$ cat src/common/mas_pkg.sv
// Constants, register map and carrier types of the meter and alert block
package mas_pkg;
  // Clock and timing
  localparam int unsigned CLK_HZ          = 20_000_000;
  localparam int unsigned REBOOT_DELAY_MS = 3200;
  localparam longint unsigned REBOOT_CYCLES =
    longint'(REBOOT_DELAY_MS) * longint'(CLK_HZ / 1000);
  localparam int unsigned REBOOT_CNT_W    = 26;
  localparam int unsigned NVM_WRITE_CYCLES = 200;
  localparam int unsigned NVM_CNT_W       = 16;

  // Widths
  localparam int unsigned ENERGY_W  = 48;
  localparam int unsigned CYCLE_W   = 32;
  localparam int unsigned SAMPLE_W  = 24;
  localparam int unsigned ENERGY_BYTES = 6;
  localparam int unsigned CYCLE_BYTES  = 4;

  // Register offsets
  localparam logic [7:0] ADDR_ENERGY = 8'h12;
  localparam logic [7:0] ADDR_CYCLES = 8'h18;
  localparam logic [7:0] ADDR_ALERT  = 8'h1c;
  localparam logic [7:0] ADDR_CTRL   = 8'h1d;
  localparam logic [7:0] ADDR_STAT0  = 8'h1e;
  localparam logic [7:0] ADDR_STAT1  = 8'h1f;
  localparam logic [7:0] ADDR_IMG0   = 8'h20;
  localparam logic [7:0] ADDR_IMG1   = 8'h21;

  // Field positions
  localparam int unsigned ALERT_GEN_BIT = 7;
  localparam int unsigned ALERT_PIN_PULLDOWN_BIT  = 6;
  localparam int unsigned REBOOT_BIT    = 7;
  localparam int unsigned MRST_BIT      = 6;
  localparam int unsigned MHALT_BIT     = 5;
  localparam int unsigned FLOG_BIT      = 2;
  localparam int unsigned GATE_BIT      = 1;
  localparam int unsigned CHALT_BIT     = 0;
  localparam int unsigned IMG_FMASK_BIT = 7;
  localparam int unsigned IMG_ON_BIT    = 3;

  // Reset values
  localparam logic [7:0] IMG0_RST = 8'hbb;
  localparam logic [7:0] IMG1_RST = 8'h02;

  typedef enum logic [1:0] {MAS_BOOT, MAS_RUN, MAS_OFF} mas_phase_t;

  typedef struct packed {
    logic [7:0] addr;
    logic [7:0] wdata;
    logic       wr;
    logic       rd;
  } mas_reg_req_t;

  typedef struct packed {
    logic fet_cooling;
    logic shorted;
    logic power_good;
    logic oc_cooling;
    logic in_low;
    logic in_high;
  } mas_core_flags_t;

  typedef struct packed {
    logic gp3;
    logic gp2;
    logic gp1;
    logic alert;
    logic en;
  } mas_pins_t;
endpackage

$ cat src/hdl/mas_meter_alert_status_regs.sv
// Meter, alert, converter control, status and boot image register block
`timescale 1ns/1ps

// What this block does
// Six-byte energy accumulator at 0x12-0x17, read/write, zero at reset.
// Four-byte conversion cycle counter at 0x18-0x1B.
// Alert flag set on any alert, cleared only by writing zero.
// Host writing one to the alert flag acts as a real alert.
// Pull-down bit drives the alert pin low.
// Reboot bit turns off, reloads boot image, restarts after 3.2 s.
// Meter reset bit holds accumulator and counter at zero.
// Meter halt bit freezes accumulator and counter.
// Fault log enable copies 0x04 and 0x05 to memory on fault rise.
// Bit 1 of 0x1D reads gate level, read only.
// Halt set: each rewrite with halt starts one conversion.
// Status byte 0x1E shows switch, fault, pin and supply states.
// Status 0x1F bits 7-4 show pin levels.
// Memory busy bit high through every nonvolatile write.
// Converter idle flag zero when free running, one when idle.
// Status bits show counter and accumulator wrap.
// Image bit 7 sets fault mask default and restores fault log.
// Image bit 3 picks power-up switch: off or follow enable.
// Image bits 2-0 hold retry default, factory 011.
// Image byte 0x21 holds boot default of control 0x01, 0x02.
// Reserved bits of 0x1C and 0x1D read zero.
// Charge mode accumulates current instead of power.
// Each result adds to accumulator, counts, and flags wrap.
// Live controls load from image before switch or converter run.
module mas_meter_alert_status_regs #(
  parameter longint unsigned REBOOT_CYCLES = mas_pkg::REBOOT_CYCLES,
  parameter int unsigned     NVM_CYCLES    = mas_pkg::NVM_WRITE_CYCLES
) (
  input  wire logic                      clk,
  input  wire logic                      nrst,
  input  wire mas_pkg::mas_reg_req_t     reg_req,
  output logic [7:0]                     reg_rdata,
  output logic                           reg_rvalid,
  input  wire logic                      result_valid,
  input  wire logic [mas_pkg::SAMPLE_W-1:0] power_result,
  input  wire logic [mas_pkg::SAMPLE_W-1:0] current_result,
  input  wire logic                      charge_mode,
  input  wire logic                      alert_event,
  input  wire logic                      gate_level_flag,
  input  wire mas_pkg::mas_core_flags_t  core_flags,
  input  wire mas_pkg::mas_pins_t        pins_in,
  input  wire logic [7:0]                fault_log_byte,
  input  wire logic [7:0]                adc_alert_log_byte,
  input  wire logic [7:0]                nvm_img0,
  input  wire logic [7:0]                nvm_img1,
  input  wire logic [7:0]                stored_fault_record,
  output logic                           alert_pin_out,
  output logic                           alert_pin_oe,
  output logic                           switch_on,
  output logic                           conv_run,
  output logic                           conv_start,
  output logic [7:0]                     live_ctrl0,
  output logic [7:0]                     live_ctrl1,
  output logic                           fault_log_restore,
  output logic [7:0]                     restore_data,
  output logic                           nvm_write,
  output logic [15:0]                    nvm_wdata
);

  typedef struct packed {
    mas_pkg::mas_phase_t phase;
    mas_pkg::mas_pins_t  pin_s1;
    mas_pkg::mas_pins_t  pin_s2;
    mas_pkg::mas_pins_t  pin_s3;
    mas_pkg::mas_pins_t  pin_f;
    logic [mas_pkg::ENERGY_W-1:0] energy;
    logic [mas_pkg::CYCLE_W-1:0]  cycles;
    logic        e_wrap;
    logic        c_wrap;
    logic        alert_gen;
    logic        alert_pin_pulldown;
    logic        m_rst;
    logic        m_halt;
    logic        log_en;
    logic        conv_halt;
    logic        conv_busy;
    logic        conv_start;
    logic [7:0]  img0;
    logic [7:0]  img1;
    logic [7:0]  live0;
    logic [7:0]  live1;
    logic        switch_on;
    logic        conv_run;
    logic        restore;
    logic [7:0]  restore_data;
    logic [7:0]  fault_prev;
    logic        nvm_wr;
    logic [15:0] nvm_data;
    logic [mas_pkg::NVM_CNT_W-1:0]    nvm_cnt;
    logic [mas_pkg::REBOOT_CNT_W-1:0] reboot_cnt;
    logic [7:0]  rdata;
    logic        rvalid;
    logic        alert_oe;
  } mas_state_t;

  mas_state_t s;
  mas_state_t next_s;
  logic       rst_s1;
  logic       rst_n;
  logic [15:0] stat_w;

  localparam logic [mas_pkg::REBOOT_CNT_W-1:0] REBOOT_LAST =
    mas_pkg::REBOOT_CNT_W'(REBOOT_CYCLES - 1);
  localparam logic [mas_pkg::NVM_CNT_W-1:0] NVM_LOAD =
    mas_pkg::NVM_CNT_W'(NVM_CYCLES);

  // Byte k of a wide value, most significant byte at the lowest offset
  function automatic logic [7:0] byte_of(input logic [63:0] v,
                                         input logic [2:0]  k,
                                         input logic [2:0]  nbytes);
    logic [2:0] pos;
    pos = 3'(nbytes - 3'd1 - k);
    return v[{pos, 3'b000} +: 8];
  endfunction

  // Status word, both bytes, from live state
  function automatic logic [15:0] status_word(
    input mas_state_t st, input mas_pkg::mas_core_flags_t cf);
    return {st.switch_on, cf.fet_cooling, cf.shorted, st.pin_f.en,
            cf.power_good, cf.oc_cooling, cf.in_low, cf.in_high,
            st.pin_f.gp3, st.pin_f.gp2, st.pin_f.gp1, st.pin_f.alert,
            st.nvm_cnt != '0, st.conv_halt & ~st.conv_busy,
            st.c_wrap, st.e_wrap};
  endfunction

  // Reset release through two flops; assertion stays asynchronous
  always_ff @(posedge clk or negedge nrst) begin
    if (!nrst) begin
      rst_s1 <= 1'b0;
      rst_n  <= 1'b0;
    end else begin
      rst_s1 <= 1'b1;
      rst_n  <= rst_s1;
    end
  end

  always_comb begin
    logic [7:0]  a;
    logic        wr;
    logic [7:0]  wd;
    logic [mas_pkg::ENERGY_W:0] esum;
    logic [mas_pkg::CYCLE_W:0]  csum;
    logic [mas_pkg::SAMPLE_W-1:0] sample;
    logic        fault_rise;
    logic [2:0]  k;
    a = reg_req.addr;
    wr = reg_req.wr;
    wd = reg_req.wdata;
    esum = '0;
    csum = '0;
    sample = '0;
    fault_rise = 1'b0;
    k = '0;
    next_s = s;
    next_s.conv_start = 1'b0;
    next_s.restore = 1'b0;
    next_s.nvm_wr = 1'b0;
    next_s.rvalid = 1'b0;

    // Pin sync; first stage feeds only the second
    next_s.pin_s1 = pins_in;
    next_s.pin_s2 = s.pin_s1;
    next_s.pin_s3 = s.pin_s2;
    if (s.pin_s2 == s.pin_s3) begin
      next_s.pin_f = s.pin_s3;
    end

    // Accumulate one result per completed conversion
    sample = charge_mode ? current_result : power_result;
    if (s.m_rst) begin
      next_s.energy = '0;
      next_s.cycles = '0;
      next_s.e_wrap = 1'b0;
      next_s.c_wrap = 1'b0;
    end else if (result_valid && !s.m_halt && s.phase == mas_pkg::MAS_RUN)
    begin
      esum = {1'b0, s.energy} + (mas_pkg::ENERGY_W + 1)'(sample);
      csum = {1'b0, s.cycles} + (mas_pkg::CYCLE_W + 1)'(1);
      next_s.energy = esum[mas_pkg::ENERGY_W-1:0];
      next_s.cycles = csum[mas_pkg::CYCLE_W-1:0];
      if (esum[mas_pkg::ENERGY_W]) begin
        next_s.e_wrap = 1'b1;
      end
      if (csum[mas_pkg::CYCLE_W]) begin
        next_s.c_wrap = 1'b1;
      end
    end

    // Converter finishing a conversion frees the single shot
    if (result_valid) begin
      next_s.conv_busy = 1'b0;
    end

    // Register writes beat accumulation; meter reset beats both
    if (wr && s.phase == mas_pkg::MAS_RUN) begin
      if (a >= mas_pkg::ADDR_ENERGY && a < mas_pkg::ADDR_CYCLES) begin
        k = 3'(a - mas_pkg::ADDR_ENERGY);
        next_s.energy[{3'(3'd5 - k), 3'b000} +: 8] = wd;
      end else if (a >= mas_pkg::ADDR_CYCLES && a < mas_pkg::ADDR_ALERT)
      begin
        k = 3'(a - mas_pkg::ADDR_CYCLES);
        next_s.cycles[{2'(2'd3 - k[1:0]), 3'b000} +: 8] = wd;
      end else if (a == mas_pkg::ADDR_ALERT) begin
        next_s.alert_gen = wd[mas_pkg::ALERT_GEN_BIT];
        next_s.alert_pin_pulldown = wd[mas_pkg::ALERT_PIN_PULLDOWN_BIT];
      end else if (a == mas_pkg::ADDR_CTRL) begin
        next_s.m_rst = wd[mas_pkg::MRST_BIT];
        next_s.m_halt = wd[mas_pkg::MHALT_BIT];
        next_s.log_en = wd[mas_pkg::FLOG_BIT];
        next_s.conv_halt = wd[mas_pkg::CHALT_BIT];
        // Rewrite with halt already set fires one conversion
        if (s.conv_halt && wd[mas_pkg::CHALT_BIT]) begin
          next_s.conv_start = 1'b1;
          next_s.conv_busy = 1'b1;
        end
        if (wd[mas_pkg::REBOOT_BIT]) begin
          next_s.phase = mas_pkg::MAS_OFF;
          next_s.reboot_cnt = '0;
        end
      end else if (a == mas_pkg::ADDR_IMG0 || a == mas_pkg::ADDR_IMG1) begin
        // Image writes go straight to memory, busy meanwhile
        if (a == mas_pkg::ADDR_IMG0) begin
          next_s.img0 = wd;
        end else begin
          next_s.img1 = wd;
        end
        next_s.nvm_wr = 1'b1;
        next_s.nvm_data = (a == mas_pkg::ADDR_IMG0) ? {wd, s.img1}
                                                    : {s.img0, wd};
        next_s.nvm_cnt = NVM_LOAD;
      end
    end
    if (s.m_rst) begin
      next_s.energy = '0;
      next_s.cycles = '0;
    end

    // Alert events set the flag after the host write: set wins
    if (alert_event) begin
      next_s.alert_gen = 1'b1;
    end
    next_s.alert_oe = next_s.alert_gen | next_s.alert_pin_pulldown;

    // Fault log copy on any rising fault bit
    fault_rise = |(fault_log_byte & ~s.fault_prev);
    next_s.fault_prev = fault_log_byte;
    if (fault_rise && s.log_en && s.phase == mas_pkg::MAS_RUN &&
        !next_s.nvm_wr) begin
      next_s.nvm_wr = 1'b1;
      next_s.nvm_data = {fault_log_byte, adc_alert_log_byte};
      next_s.nvm_cnt = NVM_LOAD;
    end else if (!next_s.nvm_wr && s.nvm_cnt != '0) begin
      next_s.nvm_cnt = s.nvm_cnt - 1'b1;
    end

    // Boot, run and reboot sequencing
    case (s.phase)
      mas_pkg::MAS_BOOT: begin
        next_s.img0 = nvm_img0;
        next_s.img1 = nvm_img1;
        next_s.live0 = nvm_img0;
        next_s.live1 = nvm_img1;
        next_s.restore = nvm_img0[mas_pkg::IMG_FMASK_BIT];
        next_s.restore_data = stored_fault_record;
        next_s.m_rst = 1'b0;
        next_s.m_halt = 1'b0;
        next_s.log_en = 1'b0;
        next_s.conv_halt = 1'b0;
        next_s.conv_busy = 1'b0;
        next_s.phase = mas_pkg::MAS_RUN;
      end
      mas_pkg::MAS_RUN: begin
        next_s.switch_on = s.live0[mas_pkg::IMG_ON_BIT] & s.pin_f.en;
        next_s.conv_run = ~next_s.conv_halt;
        if (next_s.phase == mas_pkg::MAS_OFF) begin
          next_s.switch_on = 1'b0;
          next_s.conv_run = 1'b0;
        end
      end
      mas_pkg::MAS_OFF: begin
        next_s.switch_on = 1'b0;
        next_s.conv_run = 1'b0;
        next_s.conv_start = 1'b0;
        next_s.reboot_cnt = s.reboot_cnt + 1'b1;
        if (s.reboot_cnt == REBOOT_LAST) begin
          next_s.phase = mas_pkg::MAS_BOOT;
        end
      end
      default: begin
        next_s.phase = mas_pkg::MAS_BOOT;
      end
    endcase

    // Read data, registered; unmapped offsets read zero
    if (reg_req.rd) begin
      next_s.rvalid = 1'b1;
      next_s.rdata = 8'h00;
      if (a >= mas_pkg::ADDR_ENERGY && a < mas_pkg::ADDR_CYCLES) begin
        next_s.rdata = byte_of(64'(s.energy), 3'(a - mas_pkg::ADDR_ENERGY),
                               3'(mas_pkg::ENERGY_BYTES));
      end else if (a >= mas_pkg::ADDR_CYCLES && a < mas_pkg::ADDR_ALERT)
      begin
        next_s.rdata = byte_of(64'(s.cycles), 3'(a - mas_pkg::ADDR_CYCLES),
                               3'(mas_pkg::CYCLE_BYTES));
      end else if (a == mas_pkg::ADDR_ALERT) begin
        next_s.rdata = {s.alert_gen, s.alert_pin_pulldown, 6'b00_0000};
      end else if (a == mas_pkg::ADDR_CTRL) begin
        next_s.rdata = {1'b0, s.m_rst, s.m_halt, 2'b00, s.log_en,
                        gate_level_flag, s.conv_halt};
      end else if (a == mas_pkg::ADDR_STAT0) begin
        next_s.rdata = stat_w[15:8];
      end else if (a == mas_pkg::ADDR_STAT1) begin
        next_s.rdata = stat_w[7:0];
      end else if (a == mas_pkg::ADDR_IMG0) begin
        next_s.rdata = s.img0;
      end else if (a == mas_pkg::ADDR_IMG1) begin
        next_s.rdata = s.img1;
      end
    end
  end

  // Whole state in one register; boot image loads after release
  always_ff @(posedge clk or negedge rst_n) begin
    if (!rst_n) begin
      s <= '0;
      s.phase <= mas_pkg::MAS_BOOT;
      s.img0 <= mas_pkg::IMG0_RST;
      s.img1 <= mas_pkg::IMG1_RST;
    end else begin
      s <= next_s;
    end
  end

  // Outputs straight from state flops; alert pin output tied low
  assign reg_rdata         = s.rdata;
  assign reg_rvalid        = s.rvalid;
  assign alert_pin_out     = 1'b0;
  assign alert_pin_oe      = s.alert_oe;
  assign switch_on         = s.switch_on;
  assign conv_run          = s.conv_run;
  assign conv_start        = s.conv_start;
  assign live_ctrl0        = s.live0;
  assign live_ctrl1        = s.live1;
  assign fault_log_restore = s.restore;
  assign restore_data      = s.restore_data;
  assign nvm_write         = s.nvm_wr;
  assign nvm_wdata         = s.nvm_data;
  assign stat_w            = status_word(s, core_flags);
endmodule

$ cat config.mk
export PLATFORM = sky130hd
export DESIGN_NAME = mas_meter_alert_status_regs
export DESIGN_NICKNAME = d
export VERILOG_FILES = /design/src/common/mas_pkg.sv /design/src/hdl/mas_meter_alert_status_regs.sv
export SDC_FILE = /design/constraint.sdc
export NUM_CORES = 1
export LEC_CHECK = 0
export BUFFER_PORTS_ARGS = -buffer_cell sky130_fd_sc_hd__buf_2
export CAP_MARGIN = 20
export CORE_MARGIN = 8
export CORE_UTILIZATION = 45
export CTS_BUF_LIST = sky130_fd_sc_hd__clkbuf_4
export DETAILED_ROUTE_END_ITERATION = 7
export PLACE_DENSITY = 0.68
export SLEW_MARGIN = 20
export SYNTH_ARGS = -nofsm -noshare
export SYNTH_HDL_FRONTEND = slang
export SYNTH_SLANG_ARGS = --single-unit
export TNS_END_PERCENT = 20
$ cat constraint.sdc
create_clock -name clk -period 8.4 [get_ports clk]
set_clock_uncertainty 0.05 [all_clocks]
set_input_delay 0.84 -clock clk [delete_from_list [all_inputs] [get_ports clk]]
set_output_delay 0.84 -clock clk [all_outputs]
set_load 0.02 [all_outputs]
==> results of run 1 <==
==> cells by family after synthesis <==
group	after synthesis	synth area share [%]
xor gates and xnor gates	89	5.547
AOI/OAI and AO/OA	373	16.98
adders and majority gates	40	3.615
buffers and inverters	172	6.081
other	2	0.05344
DFF	234	41.73
muxes	89	8.200
and+or+nand+nor	526	17.80
==> power breakdown <==
group / internal [W] / switching, W / total, W / leakage (nW)
sequential: 0.00141 / 0.000279 / 0.00169 / 2.83
clock: 0.000574 / 0.000502 / 0.00108 / 0.509
combinational: 0.000641 / 0.000946 / 0.00159 / 3.79
==> area by class of cell <==
type / count / area, um2
Tap cell: 396 / 495.5
Clock inverter: 20 / 116.4
Timing Repair Buffer: 194 / 1016
Multi-Input combinational cell: 1119 / 7345
Fill cell: 2882 / 14870
Sequential cell: 234 / 5869
Inverter: 53 / 198.9
Antenna cell: 6 / 15.01
Clock buffer: 99 / 743.2
==> synthesized netlist by cell type (8+ instances only) <==
master                     count
sky130_fd_sc_hd__and3_1       19
sky130_fd_sc_hd__and2_1        8
sky130_fd_sc_hd__a31oi_1      13
sky130_fd_sc_hd__clkbuf_1     54
sky130_fd_sc_hd__inv_1        53
sky130_fd_sc_hd__nand3_1      63
sky130_fd_sc_hd__a22oi_1      31
sky130_fd_sc_hd__nor3_1       23
sky130_fd_sc_hd__dfrtp_1     227
sky130_fd_sc_hd__nor2b_1      22
sky130_fd_sc_hd__ha_1         39
sky130_fd_sc_hd__xnor2_1      41
sky130_fd_sc_hd__o22ai_1      10
sky130_fd_sc_hd__xor2_1       48
sky130_fd_sc_hd__o21ai_0      84
sky130_fd_sc_hd__o211ai_1     32
sky130_fd_sc_hd__buf_4        50
sky130_fd_sc_hd__nor4_1       11
sky130_fd_sc_hd__mux4_2       16
sky130_fd_sc_hd__a211oi_1     33
sky130_fd_sc_hd__mux2i_1      24
sky130_fd_sc_hd__nor2_1      111
sky130_fd_sc_hd__nand4_1      19
sky130_fd_sc_hd__a21oi_1      97
sky130_fd_sc_hd__nand2_1     202
sky130_fd_sc_hd__mux2_2       49
sky130_fd_sc_hd__buf_2        11
sky130_fd_sc_hd__a221oi_1      9
==> how the worst max path moves through the flow <==
stage / startpoint / end / slack (ns) / cells after the start
5_1_grt: charge_mode / s[196]$_DFF_PN0_ / 4.22 / 13
4_1_cts: charge_mode / s[196]$_DFF_PN0_ / 4.51 / 13
2_1_floorplan: rst_n$_DFF_PN0_ / alert_pin_oe$_DFF_PN0_ / 1.36 / 0
3_3_place_gp: charge_mode / s[196]$_DFF_PN0_ / 3.82 / 13
6_report: charge_mode / s[196]$_DFF_PN0_ / 4.41 / 13
3_5_place_dp: charge_mode / s[196]$_DFF_PN0_ / 3.82 / 13
==> per-layer routing <==
layer | vias up | GRT usage [%] | share of wire (%)
met2 | 564 | 34.95 | 46
met3 | 102 | 4.120 | 7.3
met5 | - | 0 | 0.031
met4 | 2 | 8.754 | 2.9
met1 | 5949 | 30.98 | 44
li1 | 5786 | - | -
==> sequential cells by signal, summed over array words and instances (netlist names), 8 cells and up <==
name          count
live_ctrl1        8
s               167
restore_data      8
reg_rdata         8
next_s           10
nvm_wdata        16
live_ctrl0        8
==> per-stage QoR <==
stage | power (W) | cells
after detailed placement | 0.003268 | 1995
final | 0.004352 | 2121
after global routing | 0.004649 | 2121
after floorplan | 0.002872 | 1525
after CTS | 0.004364 | 2115
after global placement | 0.003231 | 1994
==> flow_metrics.env, run 1 <==
export IMPL_cts_num_sinks=234
export IMPL_fin_area_um2=15800
export IMPL_power_density_nw_per_um2=275.5
export IMPL_final_max_slew_violation_count=0
export IMPL_ctsLongestPathBuffers=3
export IMPL_critPathCaptureType="flop"
export IMPL_yosys_register_bits=234
export IMPL_hold_class="primary input to flop"
export IMPL_grt_max_degree=66
export IMPL_pre_cts_slack_ns=3.825
export IMPL_timing_rr_start="s[162]$_DFF_PN0_"
export IMPL_synthArstFlopShare_pct=100.0
export IMPL_max_cap_violations=0
export IMPL_postSynthCellCount=1525
export IMPL_r2r_setup_slack_ns=4.93
export IMPL_grt_setup_unrepaired="no"
export IMPL_dr_first_iter_drc_count=1073
export IMPL_synthDominantAreaCellType="sky130_fd_sc_hd__dfrtp_1"
export IMPL_worst_slew_pin_transition_ns=1.075
export IMPL_floorplan_initialDensity_pct=45.82
export IMPL_routed_via_count=12400
export IMPL_hpwl_um=30090
export IMPL_worst_r2r_cell_count=11
export IMPL_hold_violations=0
export IMPL_critical_path_buf_inv_count=2
export IMPL_netlist_top_cells_area="sky130_fd_sc_hd__dfrtp_1, sky130_fd_sc_hd__nand2_1, sky130_fd_sc_hd__mux2_2"
export IMPL_worst_setup_hold_path_clk_slew_ns=0.06
export IMPL_post_cts_buffers=0
export IMPL_cp_slowest_cell="sky130_fd_sc_hd__nor4_1"
export IMPL_cts_resized=0
export IMPL_postRouteAntennaNets=0
export IMPL_final_common_cell="sky130_fd_sc_hd__dfrtp_1"
export IMPL_post_synthesis_area_per_instance_um2=9.215
export IMPL_whs_path_depth=1
export IMPL_reg2reg_to="s[196]$_DFF_PN0_"
export IMPL_first_global_vias=12200
export IMPL_final_period_utilization_pct=47.48
export IMPL_final_tns_setup_ns=0
export IMPL_final_layout_net_count=1834
export IMPL_relSlewSlack_pct=28.32
export IMPL_layout_drive_gt1_share_pct=22.63
export IMPL_worstSetupPathType="primary input to flop"
export IMPL_grt_first_pass_wirelength_um=66700
export IMPL_syn2layout_area_growth_pct=12.42
export IMPL_netlist_area_leader_share_pct=40.42
export IMPL_period_minus_slack_ns=3.988
export IMPL_wirelength_um=42110
export IMPL_timing_critical_path_max_delay_family="simple AND/OR/NAND/NOR gates"
export IMPL_hold_slack_ns=0.2239
export IMPL_total_routing_usage_reported_by_global_routing_pct=22.57
export IMPL_die_w_um=192.7
export IMPL_cts_inserted_buffers=69
export IMPL_antenna_violations_before_repair=7
export IMPL_rd_place_congestion=0.9096
export IMPL_ir_worst_vdd_mv=0.1153
export IMPL_number_of_distinct_library_cell_variants_in_the_gate_level_netlist_after_synthesis=76
export IMPL_cts_root_buffer="sky130_fd_sc_hd__clkbuf_4"
export IMPL_ys_seq_area_share_pct=41.73
export IMPL_drt_wirelength_per_cell_um=19.85
export IMPL_postLayoutCoreUtil_pct=51.51
export IMPL_crit_fanout=24
export IMPL_hold_path_startpoint="pins_in[3]"
export IMPL_setup_worst_path_start_class="primary input"
export IMPL_achievable_frequency_mhz=250.7
export IMPL_placed_area_um2=14910
export IMPL_port_buffer_count=177
export IMPL_p_leak_nw=7.139
export IMPL_clock_latency_ns=0.68
export IMPL_core_rowCount=64
export IMPL_worstPathRequired_ns=8.92
export IMPL_critPathMostFrequentCell="sky130_fd_sc_hd__a211oi_1"
export IMPL_io_pin_count=179
export IMPL_global_route_overflow_total=0
export IMPL_die_height_um=192.7
export IMPL_drc=0
export IMPL_detailedRoute_firstPassIterationCount=6
export IMPL_syn_nets=1688
export IMPL_cts_tree="built"
export IMPL_setup_failing_eps_final=0
export IMPL_floorplan_core_area_um2=30670
export IMPL_worst_setup_slack_after_layout_ns=4.412
export IMPL_worst_endpoint_arrival_ns=4.51
export IMPL_status="completed"
export IMPL_ctsHoldBuffers=1
export IMPL_path_cells="buf_2, mux2_2, ha_1, fa_1, a211oi_1, o21ai_1, and2b_1, nor4_1, o41ai_1, buf_4, and3_1, xnor2_1, a211oi_1"
export IMPL_synthesis_yosys_warnings=0
export IMPL_htreeDepth=3
export IMPL_viasPerCell=5.848
export IMPL_design_die_area_um2=37140
export IMPL_dominantRegCellSynth="sky130_fd_sc_hd__dfrtp_1"
export IMPL_hold_end="next_s[223]$_DFF_PN0_"
export IMPL_synth_edf_count=0
export IMPL_syn_cell_area_um2=14050
export IMPL_most_common_layout_cells="sky130_fd_sc_hd__dfrtp_1, sky130_fd_sc_hd__nand2_1, sky130_fd_sc_hd__buf_2"
export IMPL_slowest_delay_ns=0.62
Note: power is estimated with default switching activity, not from simulation.
==> inputs of run 2 (changes only) <==
--- a/config.mk
+++ b/config.mk
@@ -11,7 +11,7 @@
 export CORE_UTILIZATION = 45
 export CTS_BUF_LIST = sky130_fd_sc_hd__clkbuf_4
 export DETAILED_ROUTE_END_ITERATION = 7
-export PLACE_DENSITY = 0.68
+export PLACE_DENSITY = 0.7
 export SLEW_MARGIN = 20
 export SYNTH_ARGS = -nofsm -noshare
 export SYNTH_HDL_FRONTEND = slang
==> constraint.sdc (replaced) <==
create_clock -name clk -period 3.6 [get_ports clk]
set_clock_uncertainty 0.05 [all_clocks]
set_input_delay 0.36 -clock clk [delete_from_list [all_inputs] [get_ports clk]]
set_output_delay 0.36 -clock clk [all_outputs]
set_load 0.02 [all_outputs]
==> run 2 against run 1 <==
Global-route usage increased by 0.26 points. Core utilization increased by 2.1 points. Non-clock buffer count increased by 81. Combinational power increased by 150%. Setup slack got worse by 4.0 ns. Largest cell class unchanged.
==> flow_metrics.env, run 2 (same netlist as run 1, synthesis figures left out) <==
export IMPL_port_buffer_count=177
export IMPL_total_routing_usage_reported_by_global_routing_pct=22.83
export IMPL_design_die_area_um2=37140
export IMPL_clock_latency_ns=0.71
export IMPL_max_cap_violations=0
export IMPL_slowest_delay_ns=0.45
export IMPL_ctsLongestPathBuffers=3
export IMPL_worst_setup_hold_path_clk_slew_ns=0.08
export IMPL_whs_path_depth=3
export IMPL_grt_most_used_layer="met2"
export IMPL_cp_slowest_cell="sky130_fd_sc_hd__dfrtp_1"
export IMPL_worst_r2r_cell_count=10
export IMPL_layout_drive_gt1_share_pct=22.75
export IMPL_status="completed"
export IMPL_floorplan_initialDensity_pct=45.82
export IMPL_placed_area_um2=15160
export IMPL_critPathCaptureType="flop"
export IMPL_die_height_um=192.7
export IMPL_hold_end="s[189]$_DFF_PN0_"
export IMPL_largest_register_ff_count=167
export IMPL_groute_layer_met2_usage_pct=35.52
export IMPL_use_met3_pct=4.228
export IMPL_viasPerCell=5.809
export IMPL_dr_first_iter_drc_count=1204
export IMPL_grtUsageMet1_pct=30.29
export IMPL_timing_rr_start="s[163]$_DFF_PN0_"
export IMPL_cts_inserted_buffers=60
export IMPL_cts_tree="built"
export IMPL_hold_slack_ns=0.05560
export IMPL_grt_first_pass_wirelength_um=67660
export IMPL_die_w_um=192.7
export IMPL_final_layout_net_count=1906
export IMPL_cts_root_buffer="sky130_fd_sc_hd__clkbuf_4"
export IMPL_setup_worst_path_start_class="flop"
export IMPL_path_cells="ha_1, a21oi_1, nand4b_1, a211oi_1, o21ai_0, a311oi_1, buf_4, o211ai_1, or3_1, a311oi_1"
export IMPL_ir_worst_vdd_mv=0.2927
export IMPL_syn2layout_area_growth_pct=17.08
export IMPL_io_pin_count=179
export IMPL_postLayoutCoreUtil_pct=53.65
export IMPL_wirelength_um=42770
export IMPL_critical_path_buf_inv_count=1
export IMPL_antenna_violations_before_repair=7
export IMPL_core_rowCount=64
export IMPL_final_max_slew_violation_count=0
export IMPL_timing_critical_path_max_delay_family="compound AO/OA/AOI/OAI gates"
export IMPL_hold_class="primary input to flop"
export IMPL_postRouteAntennaNets=0
export IMPL_power_density_nw_per_um2=617.1
export IMPL_first_global_vias=12690
export IMPL_worstPathRequired_ns=4.18
export IMPL_hpwl_um=30910
export IMPL_detailedRoute_firstPassIterationCount=7
export IMPL_cts_resized=0
export IMPL_worst_endpoint_arrival_ns=3.81
export IMPL_drc=0
export IMPL_htreeDepth=2
export IMPL_top_register="s"
export IMPL_worstSetupPathType="flop to flop"
export IMPL_period_minus_slack_ns=3.234
export IMPL_grt_setup_unrepaired="no"
export IMPL_fin_area_um2=16450
export IMPL_achievable_frequency_mhz=309.3
export IMPL_grt_max_degree=102
export IMPL_rd_place_congestion=0.9255
export IMPL_floorplan_core_area_um2=30670
export IMPL_global_route_overflow_total=0
export IMPL_hold_violations=0
export IMPL_relSlewSlack_pct=35.10
export IMPL_setup_failing_eps_final=0
export IMPL_routed_via_count=12730
export IMPL_final_common_cell="sky130_fd_sc_hd__dfrtp_1"
export IMPL_drt_wirelength_per_cell_um=19.51
export IMPL_final_period_utilization_pct=89.82
export IMPL_hold_path_startpoint="reg_req[5]"
export IMPL_cts_num_sinks=234
export IMPL_reg2reg_to="s[195]$_DFF_PN0_"
export IMPL_p_leak_nw=7.449
export IMPL_r2r_setup_slack_ns=0.37
export IMPL_critPathMostFrequentCell="sky130_fd_sc_hd__a311oi_1"
export IMPL_worst_slew_pin_transition_ns=0.9735
export IMPL_most_common_layout_cells="sky130_fd_sc_hd__dfrtp_1, sky130_fd_sc_hd__nand2_1, sky130_fd_sc_hd__buf_2"
export IMPL_crit_fanout=11
## run 2: power breakdown
part / internal (W) / switching (W) / total (W) / leakage, nW
clock: 0.00114 / 0.00111 / 0.00225 / 0.451
combinational: 0.00167 / 0.00229 / 0.00396 / 4.16
sequential: 0.00329 / 0.000644 / 0.00393 / 2.83
## run 2: routing by layer
layer | part of all wire, % | routed length [um] | vias up
li1 | - | - | 5916
met1 | 43 | 18400 | 6144
met2 | 46 | 19470 | 565
met3 | 7.5 | 3221 | 108
met4 | 3.9 | 1668 | 0
met5 | 0 | 0 | -
## run 2: tightest hold or removal path, stage by stage
cell                      delay [ns]
sky130_fd_sc_hd__buf_2          0.24
sky130_fd_sc_hd__nand2_1        0.10
sky130_fd_sc_hd__o21ai_0        0.07
## run 2: through the flow
step / total power [W] / TNS [ns] / setup slack, ns / std cells
after floorplan: 0.006700 / 0 / 0.04559 / 1525
after global placement: 0.007722 / -0.09335 / -0.09335 / 2025
after detailed placement: 0.007828 / -0.2878 / -0.1940 / 2025
after CTS: 0.01016 / 0 / 0.4293 / 2185
after global routing: 0.01082 / 0 / 0.2915 / 2192
final: 0.01015 / 0 / 0.3664 / 2192
## run 2: area by class of cell
type                            instances  area [um2]
Antenna cell                            7       17.52
Clock buffer                           90       675.6
Clock inverter                         18       78.83
Fill cell                            2768       14210
Inverter                               53       198.9
Multi-Input combinational cell       1119        7342
Sequential cell                       234        5869
Tap cell                              396       495.5
Timing Repair Buffer                  275        1777
## run 2: worst max path at each step
stage | endpoint | slack, ns | cells past startpoint | startpoint
after global placement | s[195]$_DFF_PN0_ | -0.09 | 13 | charge_mode
after global routing | s[195]$_DFF_PN0_ | 0.29 | 10 | s[163]$_DFF_PN0_
after CTS | s[195]$_DFF_PN0_ | 0.43 | 10 | s[163]$_DFF_PN0_
final | s[195]$_DFF_PN0_ | 0.37 | 10 | s[163]$_DFF_PN0_
after floorplan | s[201]$_DFF_PN0_ | 0.05 | 13 | charge_mode
after detailed placement | s[195]$_DFF_PN0_ | -0.19 | 13 | charge_mode
## run 2: what timing repair did
item                       CTS  global route
setup endpoints to repair    0             0
hold buffers                52             0
hold endpoints to repair    81             0
setup buffers                0             0
